## src/link_ctrl_pkg.sv

```systemverilog
// Constants and types for the scanner host link controller
// Function
// - Failed USB setup falls back after programmed minutes
// - Fallback refuses decodes, beeps its own pattern
// - Fallback still applies menu symbols
// - Acknowledge wait timeout, default 2000 ms
// - Timeout retries, zero abandons on first
// - Timeout sounds error beep when enabled
// - Negative acknowledge resends, limited count
// - Bell beeps, cancel aborts transmission
// - Bell/cancel off by default, acknowledge only
// - First fuel preset: 1200, 8M1, flow, LF
// - Second fuel preset: 2400, 7E2, CR
// - In-house aux preset: 38400, 8N1, ack
// - Third-party aux preset: 9600, 7E1, flow
// - USB keyboards append CR and LF
// - USB serial emulation needs no framing
// - ALT sequences of 3 or 4 digits
package link_ctrl_pkg;
    localparam int unsigned CLK_HZ        = 40_000_000;
    localparam int unsigned MS_NS         = 1_000_000;
    localparam int unsigned CLK_NS        = 25;
    localparam int unsigned MS_CYCLES     = MS_NS / CLK_NS;
    localparam int unsigned MIN_PER_MS    = 60_000;
    // Register byte offsets
    localparam logic [7:0] OFF_CTRL     = 8'h00;
    localparam logic [7:0] OFF_TIMING   = 8'h04;
    localparam logic [7:0] OFF_RETRY    = 8'h08;
    localparam logic [7:0] OFF_STATUS   = 8'h0C;
    localparam logic [7:0] OFF_IRQ_STAT = 8'h10;
    localparam logic [7:0] OFF_IRQ_MASK = 8'h14;
    localparam logic [7:0] OFF_FORMAT   = 8'h18;
    // Control fields
    localparam int unsigned CTL_ACK_EN   = 0;
    localparam int unsigned CTL_BELCAN   = 1;
    localparam int unsigned CTL_TO_BEEP  = 2;
    localparam int unsigned CTL_ALT_EN   = 3;
    localparam int unsigned CTL_ALT4     = 4;
    localparam int unsigned CTL_IF_LSB   = 8;
    localparam int unsigned CTL_PRE_LSB  = 12;
    localparam int unsigned CTL_PRE_GO   = 15;
    localparam logic [31:0] CTRL_RESET   = 32'h0000_0004;
    localparam logic [15:0] ACK_TO_RESET = 16'h07D0;
    localparam logic [5:0]  FALLBACK_MIN_RESET = 6'h05;
    localparam logic [5:0]  FALLBACK_MIN_MAX   = 6'h3C;
    // Host interface kinds
    localparam logic [2:0] IF_SERIAL   = 3'h0;
    localparam logic [2:0] IF_USB_KB   = 3'h1;
    localparam logic [2:0] IF_USB_MAC  = 3'h2;
    localparam logic [2:0] IF_USB_CDC  = 3'h3;
    localparam logic [2:0] IF_USB_HID  = 3'h4;
    // Presets
    localparam logic [2:0] PRE_FUEL_A  = 3'h1;
    localparam logic [2:0] PRE_FUEL_B  = 3'h2;
    localparam logic [2:0] PRE_AUX_OWN = 3'h3;
    localparam logic [2:0] PRE_AUX_3RD = 3'h4;
    // Format word: baud[15:0] bits[16] par[19:17] stop[20] flow[23:21]
    //   suffix[25:24] (bit0 CR, bit1 LF)
    localparam logic [2:0] PAR_NONE = 3'h0;
    localparam logic [2:0] PAR_EVEN = 3'h1;
    localparam logic [2:0] PAR_MARK = 3'h3;
    localparam logic [2:0] FLOW_OFF    = 3'h0;
    localparam logic [2:0] FLOW_MSG_NT = 3'h1;
    localparam logic [2:0] FLOW_CHR_TO = 3'h2;
    localparam logic [2:0] FLOW_MSG_TO = 3'h3;
    localparam logic [31:0] FMT_RESET = 32'h0000_2580;
    localparam logic [31:0] FMT_FUEL_A =
        {6'h00, 2'h2, FLOW_MSG_NT, 1'b0, PAR_MARK, 1'b1, 16'h04B0};
    localparam logic [31:0] FMT_FUEL_B =
        {6'h00, 2'h1, FLOW_OFF, 1'b1, PAR_EVEN, 1'b0, 16'h0960};
    localparam logic [31:0] FMT_AUX_OWN =
        {6'h00, 2'h0, FLOW_CHR_TO, 1'b0, PAR_NONE, 1'b1, 16'h9600};
    localparam logic [31:0] FMT_AUX_3RD =
        {6'h00, 2'h0, FLOW_MSG_TO, 1'b0, PAR_EVEN, 1'b0, 16'h2580};
    // Host control characters
    localparam logic [7:0] CH_ACK = 8'h06;
    localparam logic [7:0] CH_NAK = 8'h15;
    localparam logic [7:0] CH_BEL = 8'h07;
    localparam logic [7:0] CH_CAN = 8'h18;
    // Interrupt bits
    localparam int unsigned IRQ_DONE     = 0;
    localparam int unsigned IRQ_ABANDON  = 1;
    localparam int unsigned IRQ_CANCEL   = 2;
    localparam int unsigned IRQ_FALLBACK = 3;
    localparam int unsigned IRQ_BITS     = 4;
    // Beep codes
    localparam logic [1:0] BEEP_ERROR    = 2'h1;
    localparam logic [1:0] BEEP_FALLBACK = 2'h2;

    typedef enum logic [3:0] {
        ST_IDLE = 4'b0001,
        ST_SEND = 4'b0010,
        ST_WAIT = 4'b0100,
        ST_DONE = 4'b1000
    } ack_state_t;
endpackage

```

## src/ms_tick.sv

```systemverilog
// Millisecond tick generator
`timescale 1ns/10ps
module ms_tick #(
    parameter int unsigned CYCLES = 40000
) (
    input  wire logic clk_in,
    input  wire logic reset_in,
    output logic      tick_out
);
    logic [31:0] count_r;

    always_ff @(posedge clk_in) begin
        if (reset_in || count_r == CYCLES - 1) begin
            count_r <= 32'h0000_0000;
        end else begin
            count_r <= count_r + 32'h0000_0001;
        end
    end

    always_ff @(posedge clk_in) begin
        tick_out <= !reset_in && count_r == CYCLES - 1;
    end
endmodule // ms_tick

```

## src/link_ctrl.sv

```systemverilog
// Host link controller: acknowledge protocol, fallback, presets
`timescale 1ns/10ps
module link_ctrl #(
    parameter int unsigned MS_CYC = link_ctrl_pkg::MS_CYCLES
) (
    input  wire logic        clk_in,
    input  wire logic        reset_in,
    input  wire logic [31:0] haddr_in,
    input  wire logic [1:0]  htrans_in,
    input  wire logic        hwrite_in,
    input  wire logic [2:0]  hsize_in,
    input  wire logic [31:0] hwdata_in,
    input  wire logic        hsel_in,
    input  wire logic        hready_in,
    output logic [31:0]      hrdata_out,
    output logic             hreadyout_out,
    output logic             hresp_out,
    input  wire logic        usb_cfg_fail_in,
    input  wire logic        usb_configured_in,
    input  wire logic        decode_valid_in,
    input  wire logic        decode_menu_in,
    output logic             decode_accept_out,
    output logic             menu_apply_out,
    input  wire logic        msg_valid_in,
    output logic             msg_busy_out,
    output logic             msg_send_out,
    input  wire logic        rx_valid_in,
    input  wire logic [7:0]  rx_char_in,
    output logic             beep_out,
    output logic [1:0]       beep_kind_out,
    output logic [2:0]       host_if_out,
    output logic             cdc_no_framing_out,
    output logic [1:0]       suffix_out,
    output logic [2:0]       alt_digits_out,
    output logic [31:0]      format_out,
    output logic             irq_out
);
    import link_ctrl_pkg::*;

    ////////////////////////////////////////////////////////////////////
    logic        tick;
    logic [31:0] ctrl_r;
    logic [31:0] fmt_r;
    logic [15:0] ack_to_r;
    logic [5:0]  fb_min_r;
    logic [7:0]  to_retry_r;
    logic [7:0]  nak_retry_r;
    logic [IRQ_BITS-1:0] irq_stat_r;
    logic [IRQ_BITS-1:0] irq_mask_r;
    logic [IRQ_BITS-1:0] ev;
    logic        fallback_r;
    logic [21:0] fb_ms_r;
    logic [15:0] wait_ms_r;
    logic [7:0]  to_cnt_r;
    logic [7:0]  nak_cnt_r;
    logic        rx_ack_r;
    logic        rx_nak_r;
    logic        rx_bel_r;
    logic        rx_can_r;
    ack_state_t  state_r;
    logic        dp_act_r;
    logic        dp_wr_r;
    logic [7:0]  dp_addr_r;
    logic        wr_go;
    logic        rd_go;
    logic [31:0] rd_val;

    ms_tick #(.CYCLES(MS_CYC)) u_tick (
        .clk_in   (clk_in),
        .reset_in (reset_in),
        .tick_out (tick)
    );

    ////////////////////////////////////////////////////////////////////
    // AHB-Lite slave: zero wait states, always OKAY
    assign wr_go = dp_act_r && dp_wr_r;

    always_ff @(posedge clk_in) begin
        if (reset_in) begin
            dp_act_r  <= 1'b0;
            dp_wr_r   <= 1'b0;
            dp_addr_r <= 8'h00;
        end else if (hready_in) begin
            dp_act_r  <= hsel_in && htrans_in[1];
            dp_wr_r   <= hwrite_in;
            dp_addr_r <= haddr_in[7:0];
        end
    end

    assign rd_go = hsel_in && htrans_in[1] && hready_in && !hwrite_in;

    always_comb begin
        rd_val = 32'h0000_0000;
        if (haddr_in[7:0] == OFF_CTRL) begin
            rd_val = ctrl_r;
        end else if (haddr_in[7:0] == OFF_TIMING) begin
            rd_val = {10'h000, fb_min_r, ack_to_r};
        end else if (haddr_in[7:0] == OFF_RETRY) begin
            rd_val = {16'h0000, nak_retry_r, to_retry_r};
        end else if (haddr_in[7:0] == OFF_STATUS) begin
            rd_val = {4'h0, state_r, nak_cnt_r, to_cnt_r,
                      7'h00, fallback_r};
        end else if (haddr_in[7:0] == OFF_IRQ_STAT) begin
            rd_val = {28'h000_0000, irq_stat_r};
        end else if (haddr_in[7:0] == OFF_IRQ_MASK) begin
            rd_val = {28'h000_0000, irq_mask_r};
        end else if (haddr_in[7:0] == OFF_FORMAT) begin
            rd_val = fmt_r;
        end
    end

    always_ff @(posedge clk_in) begin
        if (reset_in) begin
            hrdata_out <= 32'h0000_0000;
        end else if (rd_go) begin
            hrdata_out <= rd_val;
        end
    end

    always_ff @(posedge clk_in) begin
        hreadyout_out <= 1'b1;
        hresp_out     <= 1'b0;
    end

    ////////////////////////////////////////////////////////////////////
    // Configuration registers; a preset write reloads the format word
    always_ff @(posedge clk_in) begin
        if (reset_in) begin
            ctrl_r      <= CTRL_RESET;
            ack_to_r    <= ACK_TO_RESET;
            fb_min_r    <= FALLBACK_MIN_RESET;
            to_retry_r  <= 8'h00;
            nak_retry_r <= 8'h00;
            irq_mask_r  <= '0;
            fmt_r       <= FMT_RESET;
        end else if (wr_go) begin
            if (dp_addr_r == OFF_CTRL) begin
                ctrl_r <= hwdata_in & 32'h0000_FF1F;
                if (hwdata_in[CTL_PRE_GO]) begin
                    case (hwdata_in[CTL_PRE_LSB +: 3])
                        PRE_FUEL_A:  fmt_r <= FMT_FUEL_A;
                        PRE_FUEL_B:  fmt_r <= FMT_FUEL_B;
                        PRE_AUX_OWN: begin
                            fmt_r <= FMT_AUX_OWN;
                            ctrl_r[CTL_ACK_EN] <= 1'b1;
                        end
                        PRE_AUX_3RD: fmt_r <= FMT_AUX_3RD;
                        default:     fmt_r <= fmt_r;
                    endcase
                end
            end else if (dp_addr_r == OFF_TIMING) begin
                ack_to_r <= hwdata_in[15:0];
                if (hwdata_in[21:16] <= FALLBACK_MIN_MAX) begin
                    fb_min_r <= hwdata_in[21:16];
                end
            end else if (dp_addr_r == OFF_RETRY) begin
                to_retry_r  <= hwdata_in[7:0];
                nak_retry_r <= hwdata_in[15:8];
            end else if (dp_addr_r == OFF_IRQ_MASK) begin
                irq_mask_r <= hwdata_in[IRQ_BITS-1:0];
            end else if (dp_addr_r == OFF_FORMAT) begin
                fmt_r <= hwdata_in;
            end
        end
    end

    ////////////////////////////////////////////////////////////////////
    // USB fallback timer, counted in milliseconds
    always_ff @(posedge clk_in) begin
        if (reset_in || usb_configured_in || !usb_cfg_fail_in) begin
            fb_ms_r    <= '0;
            fallback_r <= 1'b0;
        end else if (!fallback_r) begin
            if (fb_ms_r >= 22'(fb_min_r * MIN_PER_MS)) begin
                fallback_r <= 1'b1;
            end else if (tick) begin
                fb_ms_r <= fb_ms_r + 22'h00_0001;
            end
        end
    end

    // Menu symbols pass in fallback, ordinary decodes are refused
    always_ff @(posedge clk_in) begin
        if (reset_in) begin
            decode_accept_out <= 1'b0;
            menu_apply_out    <= 1'b0;
        end else begin
            decode_accept_out <= decode_valid_in && !decode_menu_in
                                 && !fallback_r;
            menu_apply_out    <= decode_valid_in && decode_menu_in;
        end
    end

    ////////////////////////////////////////////////////////////////////
    // Host character decode; bell and cancel only in acknowledge mode
    always_ff @(posedge clk_in) begin
        if (reset_in) begin
            rx_ack_r <= 1'b0;
            rx_nak_r <= 1'b0;
            rx_bel_r <= 1'b0;
            rx_can_r <= 1'b0;
        end else begin
            rx_ack_r <= rx_valid_in && rx_char_in == CH_ACK;
            rx_nak_r <= rx_valid_in && rx_char_in == CH_NAK;
            rx_bel_r <= rx_valid_in && rx_char_in == CH_BEL
                        && ctrl_r[CTL_BELCAN] && ctrl_r[CTL_ACK_EN];
            rx_can_r <= rx_valid_in && rx_char_in == CH_CAN
                        && ctrl_r[CTL_BELCAN] && ctrl_r[CTL_ACK_EN];
        end
    end

    ////////////////////////////////////////////////////////////////////
    // Acknowledge state machine
    always_ff @(posedge clk_in) begin
        if (reset_in) begin
            state_r      <= ST_IDLE;
            wait_ms_r    <= '0;
            to_cnt_r     <= '0;
            nak_cnt_r    <= '0;
            msg_send_out <= 1'b0;
            ev           <= '0;
        end else begin
            msg_send_out <= 1'b0;
            ev           <= '0;
            case (state_r)
                ST_IDLE: begin
                    to_cnt_r  <= '0;
                    nak_cnt_r <= '0;
                    if (msg_valid_in) begin
                        state_r <= ST_SEND;
                    end
                end
                ST_SEND: begin
                    msg_send_out <= 1'b1;
                    wait_ms_r    <= '0;
                    state_r      <= ctrl_r[CTL_ACK_EN] ? ST_WAIT : ST_DONE;
                end
                ST_WAIT: begin
                    if (rx_can_r) begin
                        ev[IRQ_CANCEL] <= 1'b1;
                        state_r        <= ST_IDLE;
                    end else if (rx_ack_r) begin
                        state_r <= ST_DONE;
                    end else if (rx_nak_r) begin
                        if (nak_cnt_r < nak_retry_r) begin
                            nak_cnt_r <= nak_cnt_r + 8'h01;
                            state_r   <= ST_SEND;
                        end else begin
                            ev[IRQ_ABANDON] <= 1'b1;
                            state_r         <= ST_IDLE;
                        end
                    end else if (wait_ms_r >= ack_to_r) begin
                        if (to_cnt_r < to_retry_r) begin
                            to_cnt_r <= to_cnt_r + 8'h01;
                            state_r  <= ST_SEND;
                        end else begin
                            ev[IRQ_ABANDON] <= 1'b1;
                            state_r         <= ST_IDLE;
                        end
                    end else if (tick) begin
                        wait_ms_r <= wait_ms_r + 16'h0001;
                    end
                end
                ST_DONE: begin
                    ev[IRQ_DONE] <= 1'b1;
                    state_r      <= ST_IDLE;
                end
                default: state_r <= ST_IDLE;
            endcase
        end
    end

    always_ff @(posedge clk_in) begin
        msg_busy_out <= !reset_in && state_r != ST_IDLE;
    end

    ////////////////////////////////////////////////////////////////////
    // Beeper: timeout error, bell error, fallback pattern
    logic fb_d_r;
    logic to_hit;
    assign to_hit = state_r == ST_WAIT && !rx_can_r && !rx_ack_r
                    && !rx_nak_r && wait_ms_r >= ack_to_r;

    always_ff @(posedge clk_in) begin
        if (reset_in) begin
            fb_d_r        <= 1'b0;
            beep_out      <= 1'b0;
            beep_kind_out <= 2'h0;
        end else begin
            fb_d_r        <= fallback_r;
            beep_out      <= 1'b0;
            beep_kind_out <= 2'h0;
            if ((to_hit && ctrl_r[CTL_TO_BEEP]) || rx_bel_r) begin
                beep_out      <= 1'b1;
                beep_kind_out <= BEEP_ERROR;
            end else if ((fallback_r && !fb_d_r)
                         || (fallback_r && decode_valid_in
                             && !decode_menu_in)) begin
                beep_out      <= 1'b1;
                beep_kind_out <= BEEP_FALLBACK;
            end
        end
    end

    ////////////////////////////////////////////////////////////////////
    // Interface outputs; fallback forces only host_if_out to the keyboard class
    always_ff @(posedge clk_in) begin
        if (reset_in) begin
            host_if_out        <= IF_SERIAL;
            cdc_no_framing_out <= 1'b0;
            suffix_out         <= 2'h0;
            alt_digits_out     <= 3'h0;
            format_out         <= FMT_RESET;
        end else begin
            host_if_out <= fallback_r ? IF_USB_KB
                                      : ctrl_r[CTL_IF_LSB +: 3];
            cdc_no_framing_out <= ctrl_r[CTL_IF_LSB +: 3]
                                  == IF_USB_CDC;
            if (ctrl_r[CTL_IF_LSB +: 3] == IF_USB_KB
                || ctrl_r[CTL_IF_LSB +: 3] == IF_USB_MAC) begin
                suffix_out <= 2'h3;
            end else begin
                suffix_out <= fmt_r[25:24];
            end
            alt_digits_out <= !ctrl_r[CTL_ALT_EN] ? 3'h0
                              : ctrl_r[CTL_ALT4] ? 3'h4 : 3'h3;
            format_out <= fmt_r;
        end
    end

    ////////////////////////////////////////////////////////////////////
    // Sticky interrupts; a new event wins over a write-one clear
    logic ev_fb;
    assign ev_fb = fallback_r && !fb_d_r;

    always_ff @(posedge clk_in) begin
        if (reset_in) begin
            irq_stat_r <= '0;
            irq_out    <= 1'b0;
        end else begin
            for (int i = 0; i < IRQ_BITS; i++) begin
                if (ev[i] || (i == IRQ_FALLBACK && ev_fb)) begin
                    irq_stat_r[i] <= 1'b1;
                end else if (wr_go && dp_addr_r == OFF_IRQ_STAT
                             && hwdata_in[i]) begin
                    irq_stat_r[i] <= 1'b0;
                end
            end
            irq_out <= |(irq_stat_r & irq_mask_r);
        end
    end

    ////////////////////////////////////////////////////////////////////
    a_fallback_refuse: assert property (@(posedge clk_in) disable iff
        (reset_in) fallback_r |=> !decode_accept_out)
        else $error("decode accepted in fallback");
    a_menu_passes: assert property (@(posedge clk_in) disable iff
        (reset_in) decode_valid_in && decode_menu_in |=> menu_apply_out)
        else $error("menu symbol not applied");
    a_nak_limit: assert property (@(posedge clk_in) disable iff
        (reset_in) nak_cnt_r <= nak_retry_r || $changed(nak_retry_r)
        || $past(wr_go))
        else $error("nak resends over limit");
    a_timeout_abandon: assert property (@(posedge clk_in) disable iff
        (reset_in) to_hit && to_cnt_r >= to_retry_r
        |=> state_r == ST_IDLE ##0 ev[IRQ_ABANDON])
        else $error("timeout did not abandon");
    a_timeout_beep: assert property (@(posedge clk_in) disable iff
        (reset_in) to_hit && ctrl_r[CTL_TO_BEEP]
        |=> beep_out && beep_kind_out == BEEP_ERROR)
        else $error("no error beep on timeout");
    a_cancel_abort: assert property (@(posedge clk_in) disable iff
        (reset_in) state_r == ST_WAIT && rx_can_r
        |=> state_r == ST_IDLE)
        else $error("cancel did not abort");
    a_belcan_gate: assert property (@(posedge clk_in) disable iff
        (reset_in) !ctrl_r[CTL_ACK_EN] || !ctrl_r[CTL_BELCAN]
        |=> !rx_can_r && !rx_bel_r)
        else $error("bell or cancel honoured while off");
    a_kb_suffix: assert property (@(posedge clk_in) disable iff
        (reset_in) ctrl_r[CTL_IF_LSB +: 3] == IF_USB_KB
        |=> suffix_out == 2'h3)
        else $error("keyboard suffix missing");
endmodule // link_ctrl

```

## config.mk

```make
export PLATFORM = sky130hd
export DESIGN_NAME = link_ctrl
export DESIGN_NICKNAME = d
export VERILOG_FILES = /design/src/link_ctrl_pkg.sv /design/src/ms_tick.sv /design/src/link_ctrl.sv
export SDC_FILE = /design/constraint.sdc
export NUM_CORES = 1
export LEC_CHECK = 0
export BUFFER_PORTS_ARGS = -buffer_cell sky130_fd_sc_hd__buf_4
export CORE_MARGIN = 10
export CORE_UTILIZATION = 50
export CTS_BUF_LIST = sky130_fd_sc_hd__clkbuf_8
export CTS_CLUSTER_DIAMETER = 40
export DETAILED_ROUTE_END_ITERATION = 10
export PLACE_DENSITY = 0.73
export SKIP_LAST_GASP = 1
export SLEW_MARGIN = 25
export SYNTH_ARGS = -nofsm -noshare
export SYNTH_HDL_FRONTEND = slang
export SYNTH_HIERARCHICAL = 1
export SYNTH_SLANG_ARGS = --single-unit
```

## constraint.sdc

```tcl
create_clock -name clk_in -period 4.7 [get_ports clk_in]
set_input_delay 0.705 -clock clk_in [delete_from_list [all_inputs] [get_ports clk_in]]
set_output_delay 0.705 -clock clk_in [all_outputs]
set_load 0.03 [all_outputs]
```

**Word-level counts from Yosys, hierarchy flattened**

Cells that the tools add are included.

- Register bits: 283
- Logic and storage cells: 247
- Output and inout bits: 83
- Input port bits: 88

- $lt $le $gt $ge: 5
- Eq/ne operators: 44
- $add $sub $neg: 5
- Multiply operators: 1
- Mux-type cells: 66
- Bitwise operators: 8
- Reduce and logical (&&, ||, !) cells: 72

Operator list:

| operator | count |
|---|---|
| 32-bit two-way mux | 13 |
| 32-bit one-hot mux with 4 select lines | 1 |
| 16-bit two-way mux | 5 |
| 8-bit two-way mux | 9 |
| 8-bit by 5-bit == test with 1-bit output (second input constant) | 8 |
| 32-bit by 1-bit adder with 32-bit output (second input constant) | 1 |
| 32-bit by 16-bit == test with 1-bit output (second input constant) | 1 |
| 8-bit by 3-bit == test with 1-bit output (second input constant) | 4 |
| 16-bit one-hot mux with 2 select lines | 1 |
| 8-bit one-hot mux with 2 select lines | 2 |
| 1-bit logical AND | 30 |
| 2-bit != test (second input constant) | 13 |
| 8-bit by 4-bit == test with 1-bit output (second input constant) | 3 |
| 4-bit two-way mux | 6 |
| 1-bit two-way mux | 23 |
| 22-bit by 1-bit adder with 22-bit output (second input constant) | 1 |
| 22-bit >= comparator | 1 |
| 6-bit by 11-bit multiplier with 17-bit output (second input constant) | 1 |
| 16-bit by 1-bit adder with 16-bit output (second input constant) | 1 |
| 8-bit by 1-bit adder with 8-bit output (second input constant) | 2 |
| 16-bit >= comparator | 1 |
| 8-bit zero test | 2 |
| 8-bit less-than comparator | 2 |
| 2-bit nonzero test | 7 |
| 27 further kinds | 63 |

**Longest topological paths before layout**

Gate-level depths: netlist of the first run.

- Word-level depth: 8
- Gate-level depth with buffers: 24
- Depth with buffers taken out: 22

**By module**

The synthesis of the first run kept the hierarchy.

Modules (own cells, without submodules):

| module | area each (µm²) | cells an instance | times used | sequential area each (µm²) |
|---|---|---|---|---|
| link_ctrl | 12692.2 | 1464 | 1 | 4964.8 |
| ms_tick | 1605.3 | 188 | 1 | 660.6 |

**Least setup slack after synthesis of the first run**

Ideal clock, no wire load.

- Kind: register to register
- From: register fb_min_r[4]
- To: register fb_ms_r[18]
- Path slack: -0.322 ns
- Stages on the path, launching flop included: 23
- Period minus slack after synthesis: 5.022 ns
- Buffers on the path: 1
- Required time: 4.630 ns
- Arrival: 4.951 ns
- Library setup time: 0.070 ns
- Cells stage by stage: dfxtp_1 > inv_1 > ha_1 > xnor2_1 > ha_1 > ha_1 > ha_1 > o21ai_0 > o21bai_1 > a21o_1 > a21oi_1 > o211ai_1 > and2_1 > xnor2_1 > ha_1 > a21o_1 > a21o_1 > a211oi_2 > o2111a_1 > a21oi_1 > clkbuf_1 > or4_1 > a21oi_1

- Longest elaborated chain between the ends: 4

Ends and longest elaborated chain:

| what | RTL line | RTL |
|---|---|---|
| start, declared | link_ctrl.sv:45 | `logic [5:0] fb_min_r;` |
| start signal, assigned | link_ctrl.sv:154 | `fb_min_r <= hwdata_in[21:16];` |
| 6-bit by 11-bit multiplier with 17-bit output | link_ctrl.sv:174 | `if (fb_ms_r >= 22'(fb_min_r * MIN_PER_MS)) begin` |
| 22-bit >= comparator | link_ctrl.sv:174 |  |
| 1-bit NOT (no source line) | - |  |
| 3-bit AND reduction (no source line) | - |  |
| end signal, assigned | link_ctrl.sv:177 | `fb_ms_r <= fb_ms_r + 22'h00_0001;` |
| end, declared | link_ctrl.sv:52 | `logic [21:0] fb_ms_r;` |

Every way passes these cells.
A chain may end at the register's enable or synchronous reset.

**Worst setup path in the final report of the first run**

- From: register fb_min_r[0]
- To: register fb_ms_r[5]

Same word-level chain as after synthesis.

==> flow_summary.json, run 1 <==
{
  "cp.required_ns": 5.20,
  "powerDensity_nw_per_um2": 284,
  "grt_pass1_vias": 12600,
  "drc": 0,
  "period_minus_slack_ns": 4.83,
  "switchingPower_mw": 1.26,
  "slowest_delay_ns": 0.57,
  "layout.cells.non_filler": 2241,
  "status": "finished with violations",
  "yosysUniqueCellTypes": 79,
  "track_usage_pct": 22.1,
  "critPathMaxFanout": 7,
  "grt_setup_unrepaired": "yes",
  "yosysMostFrequentCell": "dfxtp_1",
  "grt_pass1_wl_um": 65800,
  "synth_fp_nets": 1844,
  "violations": "negative setup slack",
  "io_pins": 171,
  "cts.clk_slew.worst_paths_ns": 0.05,
  "netlist.area_leader.share_pct": 39.3,
  "rr_endpoint": "fb_ms_r[5]",
  "grt_max_degree": 79,
  "vias": 13100,
  "clockRootBuffer": "clkbuf_8",
  "place_ws_ns": -0.286,
  "place.gp.congestion": 0.903,
  "nFillCells": 2339,
  "finClkSkew_ns": 0.0583,
  "wl_um": 41600,
  "start_kind": "flop",
  "crit_slowest_cell": "fa_1",
  "fin_ws_ns": -0.132,
  "syn-cell-area_um2": 14300,
  "yosysTopAreaCell": "dfxtp_1",
  "cts_tree": "done",
  "place_inst": 2138,
  "cp-endpoint": "fb_ms_r[5]",
  "leakage_nw": 7.15,
  "dr.pass1.iters": 6,
  "fin_nets": 2018,
  "cts_num_sinks": 281,
  "r2r_start": "fb_min_r[0]",
  "clock_power_share_pct": 45.8,
  "die_area_um2": 35800,
  "post-route-period-util_pct": 103,
  "drv_cap": 0,
  "setup-violations-final": 19,
  "ys_warn_count": 6,
  "overflow": 0,
  "syn_to_final_growth_pct": 23.2,
  "ys_ff_latch": 281,
  "drv_slew": 0,
  "die_h_um": 189,
  "antenna_left": 0,
  "synthFlopType": "dfxtp_1",
  "synth_common_cells": "dfxtp_1 (281), nor2_1 (172), nand2_1 (139)",
  "crit_family": "adder cells",
  "max_freq_mhz": 207,
  "row_count": 61,
  "worst_slew_pin_slew_ns": 1.07,
  "holdCritPathClass": "primary input to flop",
  "h-tree-depth": 2,
  "port_buffers": 140,
  "power_frac_comb_pct": 5.8,
  "power_switching_share_pct": 25.2,
  "avgRoutedWirePerCell_um": 18.6,
  "async_reset_ff_share_pct": 0,
  "internal_power_mw": 3.74,
  "r2r_cells": 18,
  "worst-setup-path-type": "flop to flop",
  "start_util_pct": 51.0,
  "path_cells": "fa_1, ha_4, fa_1, ha_1, and3_4, a21oi_2, o211ai_1, and2_4, xnor2_2, ha_1, a21o_1, a21o_1, a211oi_2, o2111a_2, a21oi_4, buf_12, or4_4, a21oi_2",
  "synth_edf_count": 0,
  "drive_gt1_share_pct": 20.8,
  "syn_area_per_cell_um2": 8.65,
  "path_depth": 18,
  "arrival_ns": 5.34,
  "antenna_found_initial": 1,
  "relSlewSlack_pct": 28.2,
  "crit_start": "fb_min_r[0]",
  "ir_worst_vdd_uv": 233,
  "drt_first_iter_violations": 1086,
  "path_buf_inv": 1,
  "cts_buffers": 49,
  "worstSkewPairLatency_ns": 0.63,
  "seqPwrFrac_pct": 48.5,
  "dp_hpwl_um": 29700,
  "core_area_um2": 28000,
  "seq_area_frac_synth_pct": 39.3,
  "dieWidth_um": 189,
  "vias_per_cell": 5.86,
  "clk_path_buf_depth": 3,
  "synthCells": 1652,
  "hold_violations": 0,
  "power.total_mw": 5.00,
  "synth.area.top_cells": "dfxtp_1 (39%), ha_1 (8.3%), nor2_1 (4.5%), mux2i_1 (4.3%), a21oi_1 (4.0%)",
  "crit_path_end_kind": "flop",
  "reg2reg_slack_ns": -0.13
}
[layout make-up]
type | count | area [um2] | share of cell area, %
diodes | 1 | 2.50 | 0.0142
clock buffers | 64 | 881 | 5.00
clock inverters | 23 | 145 | 0.824
inverters | 81 | 307 | 1.74
multi-input cells | 1195 | 8430 | 47.9
flip-flops and latches | 281 | 5640 | 32.0
well taps | 378 | 473 | 2.69
repair buffers | 218 | 1730 | 9.81
[power groups by stage]
| stage | Clock (mW) | Combinational [mW] | Sequential [mW] |
|---|---|---|---|
| floorplan | 0 | 0.154 | 2.48 |
| global placement | 0 | 0.280 | 2.47 |
| detailed placement | 0 | 0.284 | 2.47 |
| CTS | 2.32 | 0.285 | 2.42 |
| global route | 2.44 | 0.315 | 2.42 |
| finish | 2.29 | 0.288 | 2.42 |
[placed cells by master, fill, tap and decap left out, drive strengths merged, types with 11 or more instances in the layout]
cell type,n
dfxtp,281
buf,217
nor2,172
nand2,140
a21oi,115
ha,95
inv,91
clkbuf,65
mux2i,62
nand3,51
nor3,45
o21ai,41
or4,37
or3,36
nand4,34
nor2b,32
o31ai,29
nor4,25
a211oi,24
a222oi,16
xnor2,16
a211o,15
a21o,15
xor2,15
a22oi,12
and3,12
a221oi,11
and2,11
clkinv,11
[flip-flops by register name, indices dropped and copies added, names as in the netlist, 2 cells and up]
name and flops:
fb_min_r 6, ctrl_r 13, ev 3, dp_addr_r 8
fmt_r 32, ack_to_r 16, format_out 32, hrdata_out 32
nak_retry_r 8, to_cnt_r 8, alt_digits_out 2, to_retry_r 8
u_tick/count_r 32, state_r 4, fb_ms_r 22, irq_mask_r 4
host_if_out 3, wait_ms_r 16, nak_cnt_r 8, irq_stat_r 4
beep_kind_out 2, suffix_out 2
[per-layer routing]
metal  vias up  share of wire (%)  GRT usage, %  routed length [um]
li1       6371                  -             -                   -
met1      6140                 44          29.6               18500
met2       532                 45          34.5               18600
met3        80                8.5          5.07                3530
met4         0                2.5          7.48                1050
met5         -                  0             0                   0
[cell families (layout without fill, tap and decap cells)]
kind of cell / after synthesis / after routing / share of synthesized area, %
AND/OR/NAND/NOR: 651 / 651 / 23.5
adder cells (fa/ha/maj): 104 / 104 / 9.57
AO/OA/AOI/OAI: 344 / 344 / 16.4
buffers and inverters: 176 / 386 / 4.87
other: 2 / 3 / 0.0525
flip-flops: 281 / 281 / 39.3
XOR/XNOR: 31 / 31 / 1.90
multiplexers: 63 / 63 / 4.42
[through the flow]
step | TNS [ns] | hold WS (ns) | area (um2) | util, %
6_report | -1.04 | 0.317 | 17600 | 62.9
2_1_floorplan | 0 | 0.413 | 14400 | -
5_1_grt | -6.16 | 0.283 | 17600 | 62.9
3_5_place_dp | -3.54 | 0.443 | 16000 | 57.1
3_3_place_gp | -2.78 | 0.434 | 16000 | 57.1
4_1_cts | -0.468 | 0.284 | 17300 | 61.8
[repair_timing]
item / in CTS / in global routing
gates resized for setup: 41 / 46
pin swaps: 49 / 23
endpoints found under the setup margin: 21 / 22
gates cloned: 2 / 0
hold buffers: 0 / 0
setup buffers: 5 / 9
[how the worst min path moves through the flow]
stage                   from            end  slack, ns  cells after the start
3_5_place_dp           ev[1]  irq_stat_r[1]       0.44                      2
3_3_place_gp           ev[2]  irq_stat_r[2]       0.43                      2
6_report       rx_char_in[3]       rx_nak_r       0.32                      2
2_1_floorplan          ev[0]  irq_stat_r[0]       0.41                      2
4_1_cts        rx_char_in[3]       rx_nak_r       0.28                      2
5_1_grt        rx_char_in[3]       rx_nak_r       0.28                      2
No activity file was read; power rests on OpenSTA's default activity.
==> run 2, diff against run 1 <==
--- a/config.mk
+++ b/config.mk
@@ -12,6 +12,7 @@
 export CTS_CLUSTER_DIAMETER = 40
 export DETAILED_ROUTE_END_ITERATION = 10
 export PLACE_DENSITY = 0.73
+export SKIP_CTS_REPAIR_TIMING = 1
 export SKIP_LAST_GASP = 1
 export SLEW_MARGIN = 25
 export SYNTH_ARGS = -nofsm -noshare
==> run 2 against run 1 <==
Net effect:
- the run still ends with negative setup slack left
- flip-flop and latch count did not move
- sequential power about the same
- clock skew is 0.0067 ns lower
- first-iteration DRC count increased by 6.1%
- die area is the same
- clock power barely moved
- routed wire length is 0.68% lower
- combinational power is essentially flat
- count of clock-buffer cells in the layout unchanged
- non-clock buffer count fell by 9
- utilization decreased by 0.37 points
==> flow_summary.json, run 2 (same netlist as run 1, synthesis figures left out) <==
{
  "worst_slew_pin_slew_ns": 1.08,
  "drt_first_iter_violations": 1152,
  "antenna_left": 0,
  "cts_tree": "done",
  "status": "finished with violations",
  "grt_pass1_wl_um": 64800,
  "hold_violations": 0,
  "finClkSkew_ns": 0.0516,
  "drc": 0,
  "drive_gt1_share_pct": 20.6,
  "clk_path_buf_depth": 3,
  "final_cell_mix": "dfxtp_1 (275), buf_4 (200), nor2_1 (172), nand2_1 (139), a21oi_1 (100)",
  "wl_met1_um": 18400,
  "overflow": 0,
  "fin_util_pct": 62.5,
  "vias": 13100,
  "dr.pass1.iters": 7,
  "worst-setup-path-type": "flop to flop",
  "placed_cell_area_um2": 16000,
  "holdCritPathClass": "primary input to flop",
  "drv_slew": 0,
  "port_buffers": 140,
  "final_cell_area_um2": 17500,
  "cts.clk_slew.worst_paths_ns": 0.06,
  "cp.required_ns": 5.20,
  "drv_cap": 0,
  "grt_setup_unrepaired": "yes",
  "clockRootBuffer": "clkbuf_8",
  "vias_per_cell": 5.86,
  "start_kind": "flop",
  "grt_max_degree": 79,
  "leakage_nw": 7.09,
  "track_usage_pct": 21.8,
  "highest_layer": "met4",
  "critPathMaxFanout": 7,
  "dp_hpwl_um": 29700,
  "dieWidth_um": 189,
  "worstSkewPairLatency_ns": 0.63,
  "avgRoutedWirePerCell_um": 18.5,
  "h-tree-depth": 2,
  "core_area_um2": 28000,
  "antenna_found_initial": 1,
  "cts_num_sinks": 281,
  "crit_path_end_kind": "flop",
  "row_count": 61,
  "ir_worst_vdd_uv": 233,
  "nFillCells": 2345,
  "fin_tns_setup_ns": -1.18,
  "wl_met2_um": 18500,
  "fin_ws_ns": -0.139,
  "die_h_um": 189,
  "post-route-period-util_pct": 103,
  "cts_buffers": 49,
  "wl_um": 41300,
  "hold_slack_ns": 0.316,
  "place.gp.congestion": 0.903,
  "violations": "negative setup slack",
  "io_pins": 171,
  "fin_nets": 2009,
  "arrival_ns": 5.34,
  "final_common_cell": "dfxtp_1",
  "syn_to_final_growth_pct": 22.5,
  "powerDensity_nw_per_um2": 285,
  "start_util_pct": 51.0,
  "die_area_um2": 35800,
  "grt_pass1_vias": 12500,
  "max_freq_mhz": 207,
  "setup-violations-final": 15,
  "relSlewSlack_pct": 28.1,
  "period_minus_slack_ns": 4.84,
  "dr_wl_met3_um": 3470
}
-- run 2: power breakdown --
group / internal, mW / total [mW] / switching (mW)
Clock: 1.24 / 2.29 / 1.05
Combinational: 0.102 / 0.289 / 0.187
Sequential: 2.40 / 2.42 / 0.0220
Total: 3.74 / 5.00 / 1.26
-- run 2: cell type report --
cell class	count	area [um2]	share of cell area (%)
timing repair buffer	209	1640	9.36
clock inverter	23	145	0.829
multi-input combinational	1195	8420	48.1
antenna	1	2.50	0.0143
tap	378	473	2.70
inverter	81	304	1.74
sequential	281	5650	32.2
clock buffer	64	881	5.03
-- run 2: metrics by stage --
step	worst slack [ns]	std cells	power, mW
4_1_cts	-0.339	2225	5.03
3_3_place_gp	-0.227	2137	2.75
6_report	-0.139	2232	5.00
2_1_floorplan	0.0111	1652	2.64
3_5_place_dp	-0.286	2138	2.76
5_1_grt	-0.320	2231	5.17
-- run 2: critical path, cell delays in order (launching register included) --
cell,delay (ns)
dfxtp_4,0.37
buf_4,0.17
ha_4,0.17
xnor2_2,0.12
ha_1,0.20
a21o_1,0.19
ha_4,0.28
ha_4,0.20
o21ai_1,0.07
o21bai_1,0.10
a21o_1,0.19
a21oi_2,0.18
o211ai_1,0.14
and2_4,0.20
xnor2_2,0.13
ha_1,0.31
a21o_1,0.16
a21o_1,0.16
a211oi_2,0.24
o2111a_2,0.28
a21oi_4,0.10
buf_12,0.17
or4_4,0.47
a21oi_2,0.12
-- run 2: per-layer routing --
layer | track usage (%) | up-vias
met5 | 0 | -
met4 | 7.45 | 0
met3 | 4.89 | 74
met2 | 33.6 | 515
met1 | 29.5 | 6151
li1 | - | 6344
-- run 2: final timing paths --
kind                            cells past startpoint  slack, ns            end     startpoint
worst min-delay path                                2       0.32       rx_nak_r  rx_char_in[3]
worst max-delay path                               23      -0.14     fb_ms_r[5]    fb_min_r[3]
worst min register to register                      2       0.42  irq_stat_r[0]          ev[0]
worst max register to register                     23      -0.14     fb_ms_r[5]    fb_min_r[3]
